### config.mk
export PLATFORM = sky130hd
export DESIGN_NAME = tmr_group
export DESIGN_NICKNAME = d
export VERILOG_FILES = /design/src/core/tmr_pkg.sv /design/src/core/tmr_sync.sv /design/src/core/tmr_narrow.sv /design/src/core/tmr_group.sv
export SDC_FILE = /design/constraint.sdc
export NUM_CORES = 1
export LEC_CHECK = 0
export ABC_AREA = 1
export BUFFER_PORTS_ARGS = -buffer_cell sky130_fd_sc_hd__clkbuf_2
export CAP_MARGIN = 20
export CORE_ASPECT_RATIO = 1.4
export CORE_MARGIN = 5
export CORE_UTILIZATION = 30
export DETAILED_ROUTE_END_ITERATION = 6
export PLACE_DENSITY = 0.5
export SKIP_CTS_REPAIR_TIMING = 1
export SLEW_MARGIN = 10
export SYNTH_ARGS = -nofsm -noshare
export SYNTH_HDL_FRONTEND = slang
export SYNTH_HIERARCHICAL = 1
export SYNTH_SLANG_ARGS = --single-unit
### constraint.sdc
create_clock -name core_clk -period 7.3 [get_ports core_clk]
set_input_delay 1.46 -clock core_clk [delete_from_list [all_inputs] [get_ports core_clk]]
set_output_delay 1.46 -clock core_clk [all_outputs]
set_load 0.01 [all_outputs]
### src/core/tmr_pkg.sv
package tmr_pkg;

    // ----------------------------------------------------------------
    // register map (byte addresses, one 32-bit word each)
    // ----------------------------------------------------------------
    localparam logic [7:0] ADDR_CTRL    = 8'h00; // enables, modes
    localparam logic [7:0] ADDR_PRE_W   = 8'h04; // wide prescaler
    localparam logic [7:0] ADDR_PER_W   = 8'h08; // wide period
    localparam logic [7:0] ADDR_CNT_W   = 8'h0c; // wide counter (ro)
    localparam logic [7:0] ADDR_CH_BASE = 8'h10; // 5 channel words
    localparam logic [7:0] ADDR_NCFG0   = 8'h30; // narrow 0 config
    localparam logic [7:0] ADDR_NCFG1   = 8'h34; // narrow 1 config
    localparam logic [7:0] ADDR_NCNT    = 8'h38; // narrow counters (ro)
    localparam logic [7:0] ADDR_STAT    = 8'h3c; // sticky events, w1c
    localparam logic [7:0] ADDR_MASK    = 8'h40; // interrupt mask
    localparam logic [7:0] ADDR_OUTS    = 8'h44; // pin levels (ro)

    // ----------------------------------------------------------------
    // field positions
    // ----------------------------------------------------------------
    localparam int CTRL_WIDE_EN  = 0;  // wide timer run
    localparam int CTRL_N0_EN    = 1;  // narrow 0 run
    localparam int CTRL_N1_EN    = 2;  // narrow 1 run
    localparam int CTRL_IR_MODE  = 3;  // ir generation select
    localparam int CTRL_CAP_LSB  = 8;  // 5 bits: channel is capture
    localparam int CTRL_EDGE_LSB = 16; // 5x2 bits: rise, fall
    localparam int CTRL_IRCH_LSB = 28; // 3 bits: ir channel select
    localparam int NCFG_PER_LSB  = 8;  // narrow period field
    localparam int NCFG_CMP_LSB  = 16; // narrow compare field
    localparam int STAT_OVF_W    = 0;  // wide overflow flag
    localparam int STAT_OVF_N0   = 1;  // narrow 0 overflow flag
    localparam int STAT_OVF_N1   = 2;  // narrow 1 overflow flag
    localparam int STAT_CAP_LSB  = 3;  // 5 capture flags

    // ----------------------------------------------------------------
    // reset values and sizes
    // ----------------------------------------------------------------
    localparam int          NUM_CH      = 5;
    localparam int          STAT_W      = 8;
    localparam logic [15:0] RST_PER_W   = 16'hffff;
    localparam logic [7:0]  RST_PER_N   = 8'hff;
    localparam logic [31:0] RST_CTRL    = 32'h0000_0000;

    // ----------------------------------------------------------------
    // carrier types
    // ----------------------------------------------------------------
    typedef struct packed {
        logic        cyc;
        logic        stb;
        logic        we;
        logic [7:0]  adr;
        logic [3:0]  sel;
        logic [31:0] dat;
    } wb_req_s;

    typedef struct packed {
        logic        ack;
        logic [31:0] dat;
    } wb_rsp_s;

endpackage

### src/core/tmr_sync.sv
`timescale 1ns/1ps
// two-flop synchroniser with edge detect on the settled copy
module tmr_sync
    import tmr_pkg::*;
#(
    parameter int W = 5
) (
    input  wire logic         core_clk,
    input  wire logic         rst_n,
    input  wire logic [W-1:0] din,
    output logic      [W-1:0] rise,
    output logic      [W-1:0] fall
);
    typedef struct packed {
        logic [W-1:0] s1;  // first stage, read only by s2
        logic [W-1:0] s2;  // settled level
        logic [W-1:0] s3;  // previous settled level
    } st_s;

    st_s st;
    st_s next_st;

    // ----------------------------------------------------------------
    // next state
    // ----------------------------------------------------------------
    always_comb begin
        next_st    = st;
        next_st.s1 = din;
        next_st.s2 = st.s1;
        next_st.s3 = st.s2;
    end

    always_ff @(posedge core_clk) begin
        if (!rst_n) begin
            st <= '0;
        end else begin
            st <= next_st;
        end
    end

    // edges seen only from settled stages
    assign rise = st.s2 & ~st.s3;
    assign fall = ~st.s2 & st.s3;
endmodule

### src/core/tmr_narrow.sv
`timescale 1ns/1ps
// 8-bit timer with prescaler, period and one pwm channel
module tmr_narrow
    import tmr_pkg::*;
#(
    parameter int W = 8
) (
    input  wire logic         core_clk,
    input  wire logic         rst_n,
    input  wire logic         en,
    input  wire logic [7:0]   pre,
    input  wire logic [W-1:0] per,
    input  wire logic [W-1:0] cmp,
    output logic      [W-1:0] cnt,
    output logic              wrap,
    output logic              pwm
);
    typedef struct packed {
        logic [7:0]   pc;   // prescale count
        logic [W-1:0] cnt;  // main count
        logic         wrap; // period done pulse
        logic         pwm;  // output level
    } st_s;

    st_s  st;
    st_s  next_st;
    logic tick;

    assign tick = en && (st.pc >= pre);

    // ----------------------------------------------------------------
    // counting
    // ----------------------------------------------------------------
    always_comb begin
        next_st      = st;
        next_st.wrap = 1'b0;
        if (!en) begin
            next_st.pc = 8'h00;
        end else if (tick) begin
            next_st.pc = 8'h00;
            if (st.cnt >= per) begin
                next_st.cnt  = '0;
                next_st.wrap = 1'b1;
            end else begin
                next_st.cnt = st.cnt + 1'b1;
            end
        end else begin
            next_st.pc = st.pc + 8'h01;
        end
        // high while below compare, low to end of period
        next_st.pwm = en && (next_st.cnt < cmp);
    end

    always_ff @(posedge core_clk) begin
        if (!rst_n) begin
            st <= '0;
        end else begin
            st <= next_st;
        end
    end

    assign cnt  = st.cnt;
    assign wrap = st.wrap;
    assign pwm  = st.pwm;
endmodule

### src/core/tmr_group.sv
// Our own choices: the Wishbone slave port and the register offsets.
`timescale 1ns/1ps
// Functional notes
// - wide 16-bit up counter, prescaler, period
// - five channels each with 16-bit compare
// - channel is pwm output or edge capture
// - ir mode counts first narrow timer periods
// - ir output is wide channel and narrow
// - narrow timers 8-bit, own prescaler, period
// - each narrow timer has one compare
// - narrow channel drives pwm waveform
// - capture inputs synchronised, pulses 1.5 clocks
module tmr_group
    import tmr_pkg::*;
#(
    parameter int CW = 16, // wide counter width
    parameter int NW = 8   // narrow counter width
) (
    input  wire logic              core_clk,
    input  wire logic              rst_n,
    input  wire logic              wb_cyc_i,
    input  wire logic              wb_stb_i,
    input  wire logic              wb_we_i,
    input  wire logic [7:0]        wb_adr_i,
    input  wire logic [3:0]        wb_sel_i,
    input  wire logic [31:0]       wb_dat_i,
    output logic      [31:0]       wb_dat_o,
    output logic                   wb_ack_o,
    input  wire logic [NUM_CH-1:0] cap_in,
    output logic      [NUM_CH-1:0] wide_pwm,
    output logic                   narrow0_pwm,
    output logic                   narrow1_pwm,
    output logic                   ir_out,
    output logic                   irq
);
    // ----------------------------------------------------------------
    // state
    // ----------------------------------------------------------------
    typedef struct packed {
        logic [31:0]             ctrl;  // enables and modes
        logic [15:0]             pre_w; // wide prescale divisor-1
        logic [CW-1:0]           per_w; // wide period
        logic [15:0]             pc_w;  // wide prescale count
        logic [CW-1:0]           cnt_w; // wide counter
        logic [NUM_CH-1:0][CW-1:0] cc;  // compare / capture values
        logic [NUM_CH-1:0]       pwm;   // wide channel outputs
        logic [31:0]             ncfg0; // narrow 0 config
        logic [31:0]             ncfg1; // narrow 1 config
        logic [STAT_W-1:0]       stat;  // sticky events
        logic [STAT_W-1:0]       mask;  // interrupt mask
        logic                    ack;   // bus answer
        logic [31:0]             rdat;  // read data
        logic                    ir;    // modulated output
    } st_s;

    st_s st;
    st_s next_st;

    // ----------------------------------------------------------------
    // helpers
    // ----------------------------------------------------------------
    // byte-lane merge for register writes
    function automatic logic [31:0] lane_wr(input logic [31:0] old,
                                            input logic [31:0] nw,
                                            input logic [3:0]  sel);
        logic [31:0] r;
        r = old;
        for (int b = 0; b < 4; b++) begin
            if (sel[b]) begin
                r[b*8 +: 8] = nw[b*8 +: 8];
            end
        end
        return r;
    endfunction

    // channel index for a channel word address, NUM_CH when none
    function automatic logic [2:0] ch_idx(input logic [7:0] a);
        logic [2:0] r;
        r = 3'h5;
        for (int i = 0; i < NUM_CH; i++) begin
            if (a == ADDR_CH_BASE + 8'(i * 4)) begin
                r = 3'(i);
            end
        end
        return r;
    endfunction

    // ----------------------------------------------------------------
    // narrow timers
    // ----------------------------------------------------------------
    logic [NW-1:0] n0_cnt;
    logic [NW-1:0] n1_cnt;
    logic          n0_wrap;
    logic          n1_wrap;
    logic          n0_pwm;
    logic          n1_pwm;

    tmr_narrow #(.W(NW)) u_n0 (
        .core_clk (core_clk),
        .rst_n    (rst_n),
        .en       (st.ctrl[CTRL_N0_EN]),
        .pre      (st.ncfg0[7:0]),
        .per      (st.ncfg0[NCFG_PER_LSB +: NW]),
        .cmp      (st.ncfg0[NCFG_CMP_LSB +: NW]),
        .cnt      (n0_cnt),
        .wrap     (n0_wrap),
        .pwm      (n0_pwm)
    );

    tmr_narrow #(.W(NW)) u_n1 (
        .core_clk (core_clk),
        .rst_n    (rst_n),
        .en       (st.ctrl[CTRL_N1_EN]),
        .pre      (st.ncfg1[7:0]),
        .per      (st.ncfg1[NCFG_PER_LSB +: NW]),
        .cmp      (st.ncfg1[NCFG_CMP_LSB +: NW]),
        .cnt      (n1_cnt),
        .wrap     (n1_wrap),
        .pwm      (n1_pwm)
    );

    // ----------------------------------------------------------------
    // capture input synchronisers
    // ----------------------------------------------------------------
    logic [NUM_CH-1:0] cap_rise;
    logic [NUM_CH-1:0] cap_fall;

    // two flops at core rate; a pulse must span one sample edge
    tmr_sync #(.W(NUM_CH)) u_sync (
        .core_clk (core_clk),
        .rst_n    (rst_n),
        .din      (cap_in),
        .rise     (cap_rise),
        .fall     (cap_fall)
    );

    // ----------------------------------------------------------------
    // main next-state logic
    // ----------------------------------------------------------------
    logic              wide_tick;
    logic              wide_wrap;
    logic [NUM_CH-1:0] cap_ev;
    logic [STAT_W-1:0] ev;
    logic              wr;
    logic              rd;
    logic [2:0]        ci;
    logic [2:0]        irch;

    always_comb begin
        next_st = st;
        ci      = ch_idx(wb_adr_i);
        irch    = st.ctrl[CTRL_IRCH_LSB +: 3];
        wr      = wb_cyc_i && wb_stb_i && !st.ack && wb_we_i;
        rd      = wb_cyc_i && wb_stb_i && !st.ack && !wb_we_i;

        // tick source: prescaler, or narrow 0 periods in ir mode
        wide_tick = 1'b0;
        if (!st.ctrl[CTRL_WIDE_EN]) begin
            next_st.pc_w = 16'h0000;
        end else if (st.ctrl[CTRL_IR_MODE]) begin
            wide_tick    = n0_wrap;
            next_st.pc_w = 16'h0000;
        end else if (st.pc_w >= st.pre_w) begin
            wide_tick    = 1'b1;
            next_st.pc_w = 16'h0000;
        end else begin
            next_st.pc_w = st.pc_w + 16'h0001;
        end

        // wide counter with wrap at the period value
        wide_wrap = wide_tick && (st.cnt_w >= st.per_w);
        if (wide_wrap) begin
            next_st.cnt_w = '0;
        end else if (wide_tick) begin
            next_st.cnt_w = st.cnt_w + 1'b1;
        end

        // channels: compare drives pwm, capture latches counter
        cap_ev = '0;
        for (int i = 0; i < NUM_CH; i++) begin
            if (st.ctrl[CTRL_CAP_LSB + i]) begin
                next_st.pwm[i] = 1'b0;
                cap_ev[i] = (cap_rise[i] && st.ctrl[CTRL_EDGE_LSB + 2*i])
                    || (cap_fall[i] && st.ctrl[CTRL_EDGE_LSB + 2*i + 1]);
                if (cap_ev[i]) begin
                    next_st.cc[i] = st.cnt_w;
                end
            end else begin
                // high below compare, low from match to wrap
                next_st.pwm[i] = st.ctrl[CTRL_WIDE_EN]
                                 && (next_st.cnt_w < st.cc[i]);
            end
        end

        // ir carrier gate on the selected wide channel
        next_st.ir = st.ctrl[CTRL_IR_MODE] && (irch < 3'h5)
                     && st.pwm[irch] && n0_pwm;

        // events, gathered for the sticky register
        ev = '0;
        ev[STAT_OVF_W]  = wide_wrap;
        ev[STAT_OVF_N0] = n0_wrap;
        ev[STAT_OVF_N1] = n1_wrap;
        ev[STAT_CAP_LSB +: NUM_CH] = cap_ev;

        // bus writes; a new event wins over a one-to-clear
        next_st.ack = wb_cyc_i && wb_stb_i && !st.ack;
        next_st.stat = st.stat | ev;
        if (wr) begin
            case (wb_adr_i)
                ADDR_CTRL:  next_st.ctrl  = lane_wr(st.ctrl, wb_dat_i,
                                                    wb_sel_i);
                ADDR_PRE_W: next_st.pre_w = 16'(lane_wr({16'h0, st.pre_w},
                                                 wb_dat_i, wb_sel_i));
                ADDR_PER_W: next_st.per_w = CW'(lane_wr(32'(st.per_w),
                                                 wb_dat_i, wb_sel_i));
                ADDR_NCFG0: next_st.ncfg0 = lane_wr(st.ncfg0, wb_dat_i,
                                                    wb_sel_i);
                ADDR_NCFG1: next_st.ncfg1 = lane_wr(st.ncfg1, wb_dat_i,
                                                    wb_sel_i);
                ADDR_STAT: begin
                    if (wb_sel_i[0]) begin
                        next_st.stat = (st.stat & ~wb_dat_i[STAT_W-1:0])
                                       | ev;
                    end
                end
                ADDR_MASK: begin
                    if (wb_sel_i[0]) begin
                        next_st.mask = wb_dat_i[STAT_W-1:0];
                    end
                end
                default: begin
                    // channel words; capture still wins the same cycle
                    if (ci < 3'h5 && !cap_ev[ci]) begin
                        next_st.cc[ci] = CW'(lane_wr(32'(st.cc[ci]),
                                             wb_dat_i, wb_sel_i));
                    end
                end
            endcase
        end

        // bus reads; unmapped words read zero
        next_st.rdat = 32'h0000_0000;
        if (rd) begin
            case (wb_adr_i)
                ADDR_CTRL:  next_st.rdat = st.ctrl;
                ADDR_PRE_W: next_st.rdat = {16'h0000, st.pre_w};
                ADDR_PER_W: next_st.rdat = 32'(st.per_w);
                ADDR_CNT_W: next_st.rdat = 32'(st.cnt_w);
                ADDR_NCFG0: next_st.rdat = st.ncfg0;
                ADDR_NCFG1: next_st.rdat = st.ncfg1;
                ADDR_NCNT:  next_st.rdat = {16'h0000, 8'(n1_cnt),
                                            8'(n0_cnt)};
                ADDR_STAT:  next_st.rdat = 32'(st.stat);
                ADDR_MASK:  next_st.rdat = 32'(st.mask);
                ADDR_OUTS:  next_st.rdat = {24'h0, n1_pwm, n0_pwm, st.ir,
                                            st.pwm};
                default: begin
                    if (ci < 3'h5) begin
                        next_st.rdat = 32'(st.cc[ci]);
                    end
                end
            endcase
        end
    end

    // ----------------------------------------------------------------
    // state register
    // ----------------------------------------------------------------
    always_ff @(posedge core_clk) begin
        if (!rst_n) begin
            st       <= '0;
            st.ctrl  <= RST_CTRL;
            st.per_w <= RST_PER_W;
            st.ncfg0 <= {8'h00, 8'h00, RST_PER_N, 8'h00};
            st.ncfg1 <= {8'h00, 8'h00, RST_PER_N, 8'h00};
        end else begin
            st <= next_st;
        end
    end

    // ----------------------------------------------------------------
    // outputs
    // ----------------------------------------------------------------
    assign wb_ack_o    = st.ack;
    assign wb_dat_o    = st.rdat;
    assign wide_pwm    = st.pwm;
    assign narrow0_pwm = n0_pwm;
    assign narrow1_pwm = n1_pwm;
    assign ir_out      = st.ir;
    // level, high while any unmasked sticky bit is set
    assign irq         = |(st.stat & st.mask);
endmodule

Word-level counts from Yosys, hierarchy flattened
Cells that the tools add are included.

word-level totals
  bits in registers = 346
  bits in latches = 0
  memory bits (writable) = 0
  bits in read-only memories = 0
  output and inout port bits = 42
  logic and storage cells = 223
  memories = 0

operators by class
  add/subtract/negate cells = 6
  $mul = 0
  div/mod/pow operators = 0
  $lt $le $gt $ge = 18
  equality and inequality tests = 14
  shift-type cells = 0
  muxes and demuxes = 60
  bitwise operators = 13
  reductions and logical operators = 68

operators by type and width
  operator                                                               number
  32-bit case mux with 10 select lines                                   1
  16-bit 2-to-1 mux                                                      16
  80-bit 2-to-1 mux                                                      3
  8-bit 2-to-1 mux                                                       14
  80-bit bitwise mux                                                     1
  16-bit < comparator                                                    5
  3-bit AND reduction                                                    19
  16-bit binary-select mux with 3-bit select                             1
  16-bit demux with 3-bit select                                         1
  8-bit by 6-bit equality test with 1-bit output, second input constant  5
  9-bit 2-to-1 mux                                                       4
  16-bit by 1-bit adder with 16-bit output, second input constant        2
  8-bit by 1-bit adder with 8-bit output, second input constant          4
  8-bit by 5-bit equality test with 1-bit output, second input constant  4
  16-bit >= comparator                                                   2
  8-bit >= comparator                                                    4
  1-bit logical AND                                                      29
  8-bit bitwise AND                                                      2
  8-bit by 4-bit equality test with 1-bit output, second input constant  2
  8-bit by 7-bit equality test with 1-bit output, second input constant  2
  8-bit < comparator                                                     2
  8-bit OR                                                               2
  3-bit 2-to-1 mux                                                       5
  1-bit 2-to-1 mux                                                       12
  18 further kinds                                                       37

Depth between registers and ports, before layout
Gate-level depths: netlist of the first run.

  word-level depth = 17
  mapped depth = 27

Cells and area by module
Netlist of the first run, hierarchy kept.

by module, submodules not included
  module              times used  cells an instance  area each (µm²)  sequential area each (µm²)
  tmr_group           1           2288               16364.4          5905.7
  tmr_narrow at u_n1  1           229                1557.7           360.3
  tmr_narrow at u_n0  1           226                1521.5           360.3
  tmr_sync            1           66                 499.2            300.3

Least setup slack after synthesis of the first run
Ideal clock, no wire load.

  path type = input port to flip-flop
  from = input port wb_adr_i[6]
  to = register st[130] (netlist bit)
  data arrival time = 3026 ps
  data required time = 7167 ps
  setup slack = 4141 ps
  stages = 15
  buffers on the path = 1
  cells stage by stage = inv_2 nand2_2 nor2_4 nand3_4 nor2_4 nand2_2 o21ai_0 nor2_1 a22oi_4 inv_2 nand2_4 inv_2 buf_4 o21ai_1 a21oi_1

on the way
  longest elaborated chain between the ends = 16

RTL lines
  item                                            line              text
  start: declaration                              tmr_group.sv:24   input wire logic [7:0] wb_adr_i,
  8-bit by 5-bit equality test with 1-bit output  tmr_group.sv:81   if (a == ADDR_CH_BASE + 8'(i * 4)) begin
  3-bit 2-to-1 mux (5 in series)                  tmr_group.sv:81
  16-bit binary-select mux with 3-bit select      tmr_group.sv:235  next_st.cc[ci] = CW'(lane_wr(32'(st.cc[ci]),
  16-bit 2-to-1 mux (implied by the code)         tmr_group.sv:235
  8-bit 2-to-1 mux                                tmr_group.sv:69   if (sel[b]) begin
  8-bit 2-to-1 mux                                tmr_group.sv:234  if (ci < 3'h5 && !cap_ev[ci]) begin
  8-bit 2-to-1 mux                                tmr_group.sv:210  case (wb_adr_i)
  8-bit 2-to-1 mux                                tmr_group.sv:209  if (wr) begin
  80-bit bitwise mux                              tmr_group.sv:235
  80-bit 2-to-1 mux                               tmr_group.sv:234
  80-bit 2-to-1 mux (*)                           tmr_group.sv:210
  80-bit 2-to-1 mux (*)                           tmr_group.sv:209
  end signal: assignment                          tmr_group.sv:278  st <= next_st;
  end: declaration                                tmr_group.sv:56   st_s st;

Mark *: on every way between the ends. The rest lies on a longest branch, timed or not. The select of a mux whose other input is x is not followed.
A chain may end at the register's enable or synchronous reset.

==> flow_summary.json, run 1 <==
{
  "synth.ff_latch_count": 346,
  "p_total_mw": 4.02,
  "hp-class": "reg2reg",
  "cp_max_fo": 11,
  "h-tree-depth": 2,
  "clk_pin_slew_worst_paths_ns": 0.06,
  "ys_types": 53,
  "finalCriticalPeriod_ns": 4.41,
  "firstDrtPassIters": 6,
  "worst_slack_ns": 2.89,
  "core_area_um2": 65700,
  "antenna_cells": 0,
  "fin_crit_sh_pct": 60.5,
  "antenna_found_initial": 1,
  "clockRootBuffer": "clkbuf_16",
  "place_area_um2": 20800,
  "yosysTopAreaCell": "dfxtp_1",
  "ys.flop_type": "dfxtp_1",
  "cpMostUsedCell": "nand2_1",
  "via_per_inst": 5.02,
  "die_area_um2": 71800,
  "clk_latency_ns": 0.57,
  "multi_input_area_um2": 10600,
  "fin_nets": 3027,
  "status": "finished clean",
  "drv_slew": 0,
  "rsz0062_at_grt": "false",
  "critPathMaxStageDelay_ns": 0.41,
  "final_cell_mix": "nand2_1, inv_1, dfxtp_1",
  "track_usage_pct": 20.3,
  "startpoint_type": "flop",
  "crit_required_ns": 7.79,
  "synth-edff-count": 0,
  "cts_buffers": 39,
  "ys_seq_area_share_pct": 34.7,
  "drt_iter0_markers": 1245,
  "syn_nets": 3022,
  "final_area_um2": 22000,
  "final_common_cell": "nand2_1",
  "seq_area_um2": 6930,
  "routedWlPerCell_um": 20.5,
  "path_cells": "inv_1 > ha_1 > nand2_1 > nor4_1 > nand2_1 > nand2_1 > nand2_1 > inv_1 > nand2_1 > nor2_1 > inv_1 > nor2_1 > nand2_1 > xor2_1 > inv_1 > nor2_1 > ha_1 > nand2_1 > nor2_1 > a211oi_1 > nand2_1 > a21oi_1",
  "ioPinCount": 96,
  "clock_path_buffers": 3,
  "yosys_warnings": 6,
  "critPathKind": "reg2reg",
  "dp_hpwl_um": 57300,
  "synth_top_area_share_pct": 34.7,
  "drc": 0,
  "start_util_pct": 30.4,
  "row_count": 111,
  "leakagePower_nw": 9.54,
  "critPathSlowestCell": "nor2_1",
  "area_delta_synth_final_pct": 10.5,
  "cts_tree": "built",
  "gp_congestion": 0.905,
  "syn_area_per_cell_um2": 7.10,
  "grt_pass1_wl_um": 112000,
  "setup_tns_ns": 0,
  "die_h_um": 315,
  "drive_gt1_share_pct": 9.05,
  "relSlewSlack_pct": 34.1,
  "antenna_violating_nets_post_route": 0,
  "skew_ns": 0.0165,
  "grt_max_degree": 152,
  "power_density_nw_per_um2": 182,
  "synthCells": 2809,
  "vias": 18516,
  "gr-total-overflow": 0,
  "netlist_area_um2": 19900,
  "finalSetupViolCount": 0,
  "wl_um": 75600,
  "ir_worst_vdd_v": 0.000140,
  "cp-end-kind": "flop",
  "finalHoldViolCount": 0,
  "ys_top_cells_by_area": "dfxtp_1, ha_1, nand2_1",
  "fillers": 7119,
  "max_slew.worst_pin.slew_ns": 0.978,
  "fmax_mhz": 227,
  "die_w_um": 228,
  "maxCapViolations": 0,
  "cts.sinks": 346,
  "cp_data_arrival_time_ns": 4.91,
  "pre_cts_slack_ns": 2.86,
  "async_reset_ff_share_pct": 0,
  "grt_pass1_vias": 17893,
  "port-buffer-count": 95,
  "whs_ns": 0.411
}
flip-flops by register name, indices dropped and copies added (netlist names), 3 cells and up:
signal / cells
u_n1/st: 8
u_n1/cnt: 8
wb_dat_o: 32
u_n0/cnt: 8
irch: 3
u_sync/next_st: 10
st: 253
wide_pwm: 5
u_sync/st: 5
u_n0/st: 8
stage by stage:
stage                     cells  utilization, %
final                      3686            33.5
after global routing       3686            33.5
after CTS                  3686            33.5
after detailed placement   3620            31.6
after global placement     3620            31.6
after floorplan            2809               -
cells by family (layout without fill, tap and decap cells):
group / count (synthesis) / in the layout / share of synthesized area (%)
AO/OA/AOI/OAI: 697 / 697 / 20.6
XOR/XNOR: 16 / 16 / 0.703
adder cells (fa/ha/maj): 159 / 159 / 9.98
buffers and inverters: 573 / 603 / 12.2
flip-flops: 346 / 346 / 34.7
AND/OR/NAND/NOR: 1018 / 1018 / 21.8
layer usage:
metal  GRT usage (%)  part of all wire, %
met1            23.4                   40
met2            37.2                   50
met3            2.60                  4.4
met4            9.89                  5.5
met5               0                0.019
Yosys cell counts, types with 4 or more instances:
library cell,instances
nor3_4,6
nand3_1,43
o21ai_1,26
nand4_1,16
ha_1,159
nand2_4,10
a211oi_2,15
a221oi_1,23
inv_2,22
nand2_2,9
inv_1,398
a31oi_1,21
buf_2,8
dfxtp_1,346
a211oi_1,30
a2111oi_0,5
nor3_2,6
o22ai_1,25
o2111ai_1,17
and2_1,6
buf_6,7
nor3_1,48
o211ai_1,39
nor3b_1,8
xor2_1,12
buf_4,57
o21ai_0,283
nor2_1,319
nor2_4,5
clkbuf_1,70
a21oi_1,188
nor4_1,14
nand2_1,518
clkinv_1,7
a22o_1,9
xnor2_1,4
nor2_2,4
cell type report:
class / instances / area share [%]
clock inverter: 14 / 0.789
timing repair buffer: 109 / 2.72
clock buffer: 52 / 4.88
tap: 847 / 4.81
sequential: 346 / 31.4
inverter: 428 / 7.30
multi-input combinational: 1890 / 48.1
worst paths after layout:
| check | slack [ns] | startpoint | cells after the start | endpoint |
|---|---|---|---|---|
| setup reg to reg | 2.89 | st[262] | 22 | wide_pwm[4] |
| setup / recovery | 2.89 | st[262] | 22 | wide_pwm[4] |
| hold / removal | 0.41 | u_sync/next_st[9] | 2 | u_sync/next_st[4] |
| hold reg to reg | 0.41 | u_sync/next_st[9] | 2 | u_sync/next_st[4] |
critical path, delay by kind of cell, from the launching register on:
kind / cells / cell delay, ns
buffers and inverters: 4 / 0.51
and+or+nand+nor: 13 / 2.30
xor gates and xnor gates: 1 / 0.14
adders and majority gates: 2 / 0.65
AOI/OAI and AO/OA: 2 / 0.38
DFF: 1 / 0.33
power by group:
group | switching, mW | internal [mW] | total [mW]
clock | 0.857 | 1.14 | 2.00
combinational | 0.0984 | 0.0275 | 0.126
sequential | 0.00226 | 1.89 | 1.89
(Power assumes the default switching activity.)
==> run 2, diff against run 1 <==
--- a/config.mk
+++ b/config.mk
@@ -5,14 +5,14 @@
 export SDC_FILE = /design/constraint.sdc
 export NUM_CORES = 1
 export LEC_CHECK = 0
-export ABC_AREA = 1
+export ABC_AREA = 0
 export BUFFER_PORTS_ARGS = -buffer_cell sky130_fd_sc_hd__clkbuf_2
 export CAP_MARGIN = 20
 export CORE_ASPECT_RATIO = 1.4
 export CORE_MARGIN = 5
 export CORE_UTILIZATION = 30
 export DETAILED_ROUTE_END_ITERATION = 6
-export PLACE_DENSITY = 0.5
+export PLACE_DENSITY = 0.51
 export SKIP_CTS_REPAIR_TIMING = 1
 export SLEW_MARGIN = 10
 export SYNTH_ARGS = -nofsm -noshare
==> constraint.sdc (replaced) <==
create_clock -name core_clk -period 3.7 [get_ports core_clk]
set_input_delay 0.74 -clock core_clk [delete_from_list [all_inputs] [get_ports core_clk]]
set_output_delay 0.74 -clock core_clk [all_outputs]
set_load 0.01 [all_outputs]
==> flow_summary.json, run 2 <==
{
  "grt_pass1_vias": 19826,
  "cts_tree": "built",
  "multi_input_area_um2": 13000,
  "synth_compound_area_share_pct": 17.2,
  "fillers": 7133,
  "power_frac_seq_pct": 45.9,
  "critPathKind": "reg2reg",
  "comb_power_share_pct": 5.6,
  "drt_iter0_markers": 1712,
  "violations": "negative setup slack",
  "firstDrtPassIters": 6,
  "dp_hpwl_um": 64500,
  "max_slew.worst_pin.slew_ns": 0.865,
  "start_util_pct": 30.3,
  "synth_top_area_share_pct": 33.0,
  "final_common_cell": "nand2_1",
  "yosysTopAreaCell": "dfxtp_1",
  "utilization_pct": 36.5,
  "via_per_inst": 5.44,
  "finalSetupViolCount": 1,
  "grt_max_degree": 94,
  "clkPwrFrac_pct": 48.5,
  "routedWlPerCell_um": 23.2,
  "power.internal_mw": 6.15,
  "drive_gt1_share_pct": 20.0,
  "vias": 20070,
  "post_synth_xor_area_fraction_pct": 1.34,
  "worst_slack_ns": -0.000354,
  "synthCells": 2573,
  "setup_tns_ns": -0.000354,
  "ys_seq_area_share_pct": 33.0,
  "die_h_um": 323,
  "path_delay_family": "simple AND/OR/NAND/NOR gates",
  "cp_max_fo": 6,
  "finalHoldViolCount": 0,
  "crit_required_ns": 4.17,
  "synth_top_cells_by_count": "nand2_1, dfxtp_1, inv_1, ha_1",
  "drv_slew": 0,
  "status": "finished with violations",
  "hp-class": "in2reg",
  "p_total_mw": 8.20,
  "startpoint_type": "flop",
  "min_from": "cap_in[2]",
  "fmax_mhz": 270,
  "synth_simple_gate_area_share_pct": 23.4,
  "maxUsedRoutingLayer": "met5",
  "ioPinCount": 96,
  "crit_path_start": "st[244]",
  "area_delta_synth_final_pct": 20.5,
  "seq_area_um2": 6950,
  "finalCriticalPeriod_ns": 3.70,
  "power_density_nw_per_um2": 325,
  "h-tree-depth": 2,
  "swShare_pct": 25.0,
  "largest_reg_flops": 253,
  "ys.flop_type": "dfxtp_1",
  "ys_types": 92,
  "synth.ff_latch_count": 346,
  "rsz0062_at_grt": "true",
  "fin_crit_sh_pct": 100,
  "ir_worst_vdd_v": 0.000324,
  "top_register": "st",
  "skew_ns": 0.0313,
  "drc": 0,
  "cp-end-kind": "flop",
  "maxCapViolations": 0,
  "row_count": 114,
  "gp_congestion": 0.953,
  "dr_wl_met3_um": 5130,
  "critPathMaxStageDelay_ns": 0.36,
  "relSlewSlack_pct": 42.1,
  "wl_met2_um": 41500,
  "cpMostUsedCell": "buf_4",
  "cp.buffers_inverters": 4,
  "netSwitchingPower_mw": 2.05,
  "drt-met1-wl_um": 33500,
  "final_cell_mix": "nand2_1, dfxtp_1, buf_4",
  "clk_latency_ns": 0.59,
  "path_cells": "inv_1 > ha_4 > nand4_1 > a211oi_2 > a21oi_2 > a21oi_4 > buf_4 > and3_1 > buf_4 > nor2_1 > buf_4 > ha_1 > nand4_1 > a21oi_1 > o31ai_1 > and3_1",
  "cts.sinks": 346,
  "clock_path_buffers": 3,
  "synth-edff-count": 0,
  "wl_um": 85500,
  "die_area_um2": 75400,
  "whs_ns": 0.373,
  "synth_most_common_cell": "nand2_1",
  "cp_data_arrival_time_ns": 4.17,
  "syn_nets": 2786,
  "antenna_violating_nets_post_route": 0,
  "die_w_um": 233,
  "clockRootBuffer": "clkbuf_16",
  "netlist_area_um2": 21000,
  "cts_buffers": 39,
  "core_area_um2": 69200,
  "clk_pin_slew_worst_paths_ns": 0.06,
  "yosys_warnings": 6,
  "leakagePower_nw": 11.4,
  "track_usage_pct": 22.0,
  "antenna_found_initial": 4,
  "gr-total-overflow": 0,
  "antenna_cells": 0,
  "synth_top_family_by_area": "simple AND/OR/NAND/NOR gates",
  "fin_nets": 2944,
  "grt_pass1_wl_um": 126000,
  "critPathSlowestCell": "and3_1",
  "timing.rr.start": "st[244]",
  "synthAdderAreaFrac_pct": 9.49,
  "syn_area_per_cell_um2": 8.15,
  "ys_top_cells_by_area": "dfxtp_1, ha_1, nand2_1",
  "synth_mux_area_share_pct": 7.17,
  "async_reset_ff_share_pct": 0,
  "port-buffer-count": 95
}
run 2: worst paths after layout:
kind / endpoint / cells after the start / slack, ns
setup / recovery: wide_pwm[4] / 16 / -0.0004
hold / removal: u_sync/next_st[7] / 2 / 0.37
setup reg to reg: wide_pwm[4] / 16 / -0.0004
hold reg to reg: u_sync/next_st[2] / 1 / 0.44
run 2: logic make-up after synthesis:
kind of cell | after synthesis
fa+ha+maj | 159
simple gates | 997
compound gates | 511
flops | 346
mux | 142
xor+xnor | 32
buf+inv | 386
run 2: final cells by class:
cell class,instances,share of cell area (%)
multi-input cells,1841,51.3
flip-flops and latches,346,27.5
repair buffers,327,8.91
well taps,928,4.60
clock buffers,57,4.57
inverters,176,2.62
clock inverters,13,0.480
run 2: metal layers:
metal  vias to the layer above  GRT usage (%)
met5                         -              0
met4                         4           11.7
met3                       243           3.42
met2                       769           38.2
met1                      9754           26.0
li1                       9300              -
run 2: stage by stage:
| stage | cells | setup WS [ns] | cell area, um^2 |
|---|---|---|---|
| global route | 3688 | -0.100 | 25300 |
| detailed placement | 3612 | -0.649 | 23300 |
| global placement | 3612 | -0.680 | 23300 |
| finish | 3688 | -0.000354 | 25300 |
| floorplan | 2573 | 0.00982 | 21000 |
| CTS | 3682 | -0.681 | 24600 |
run 2: worst register-to-register path, delay by kind of cell (launching register included):
kind	cells	cell delay, ns
adders and majority gates	2	0.59
buffers and inverters	4	0.62
DFF	1	0.33
AOI/OAI and AO/OA	5	0.86
and+or+nand+nor	5	1.18
run 2: power by group through the flow:
stage | sequential [mW] | combinational [mW] | clock, mW
6_report | 3.77 | 0.460 | 3.98
5_1_grt | 3.77 | 0.493 | 4.21
4_1_cts | 3.77 | 0.453 | 4.06
3_5_place_dp | 3.85 | 0.451 | 0
3_3_place_gp | 3.85 | 0.443 | 0
2_1_floorplan | 3.84 | 0.263 | 0
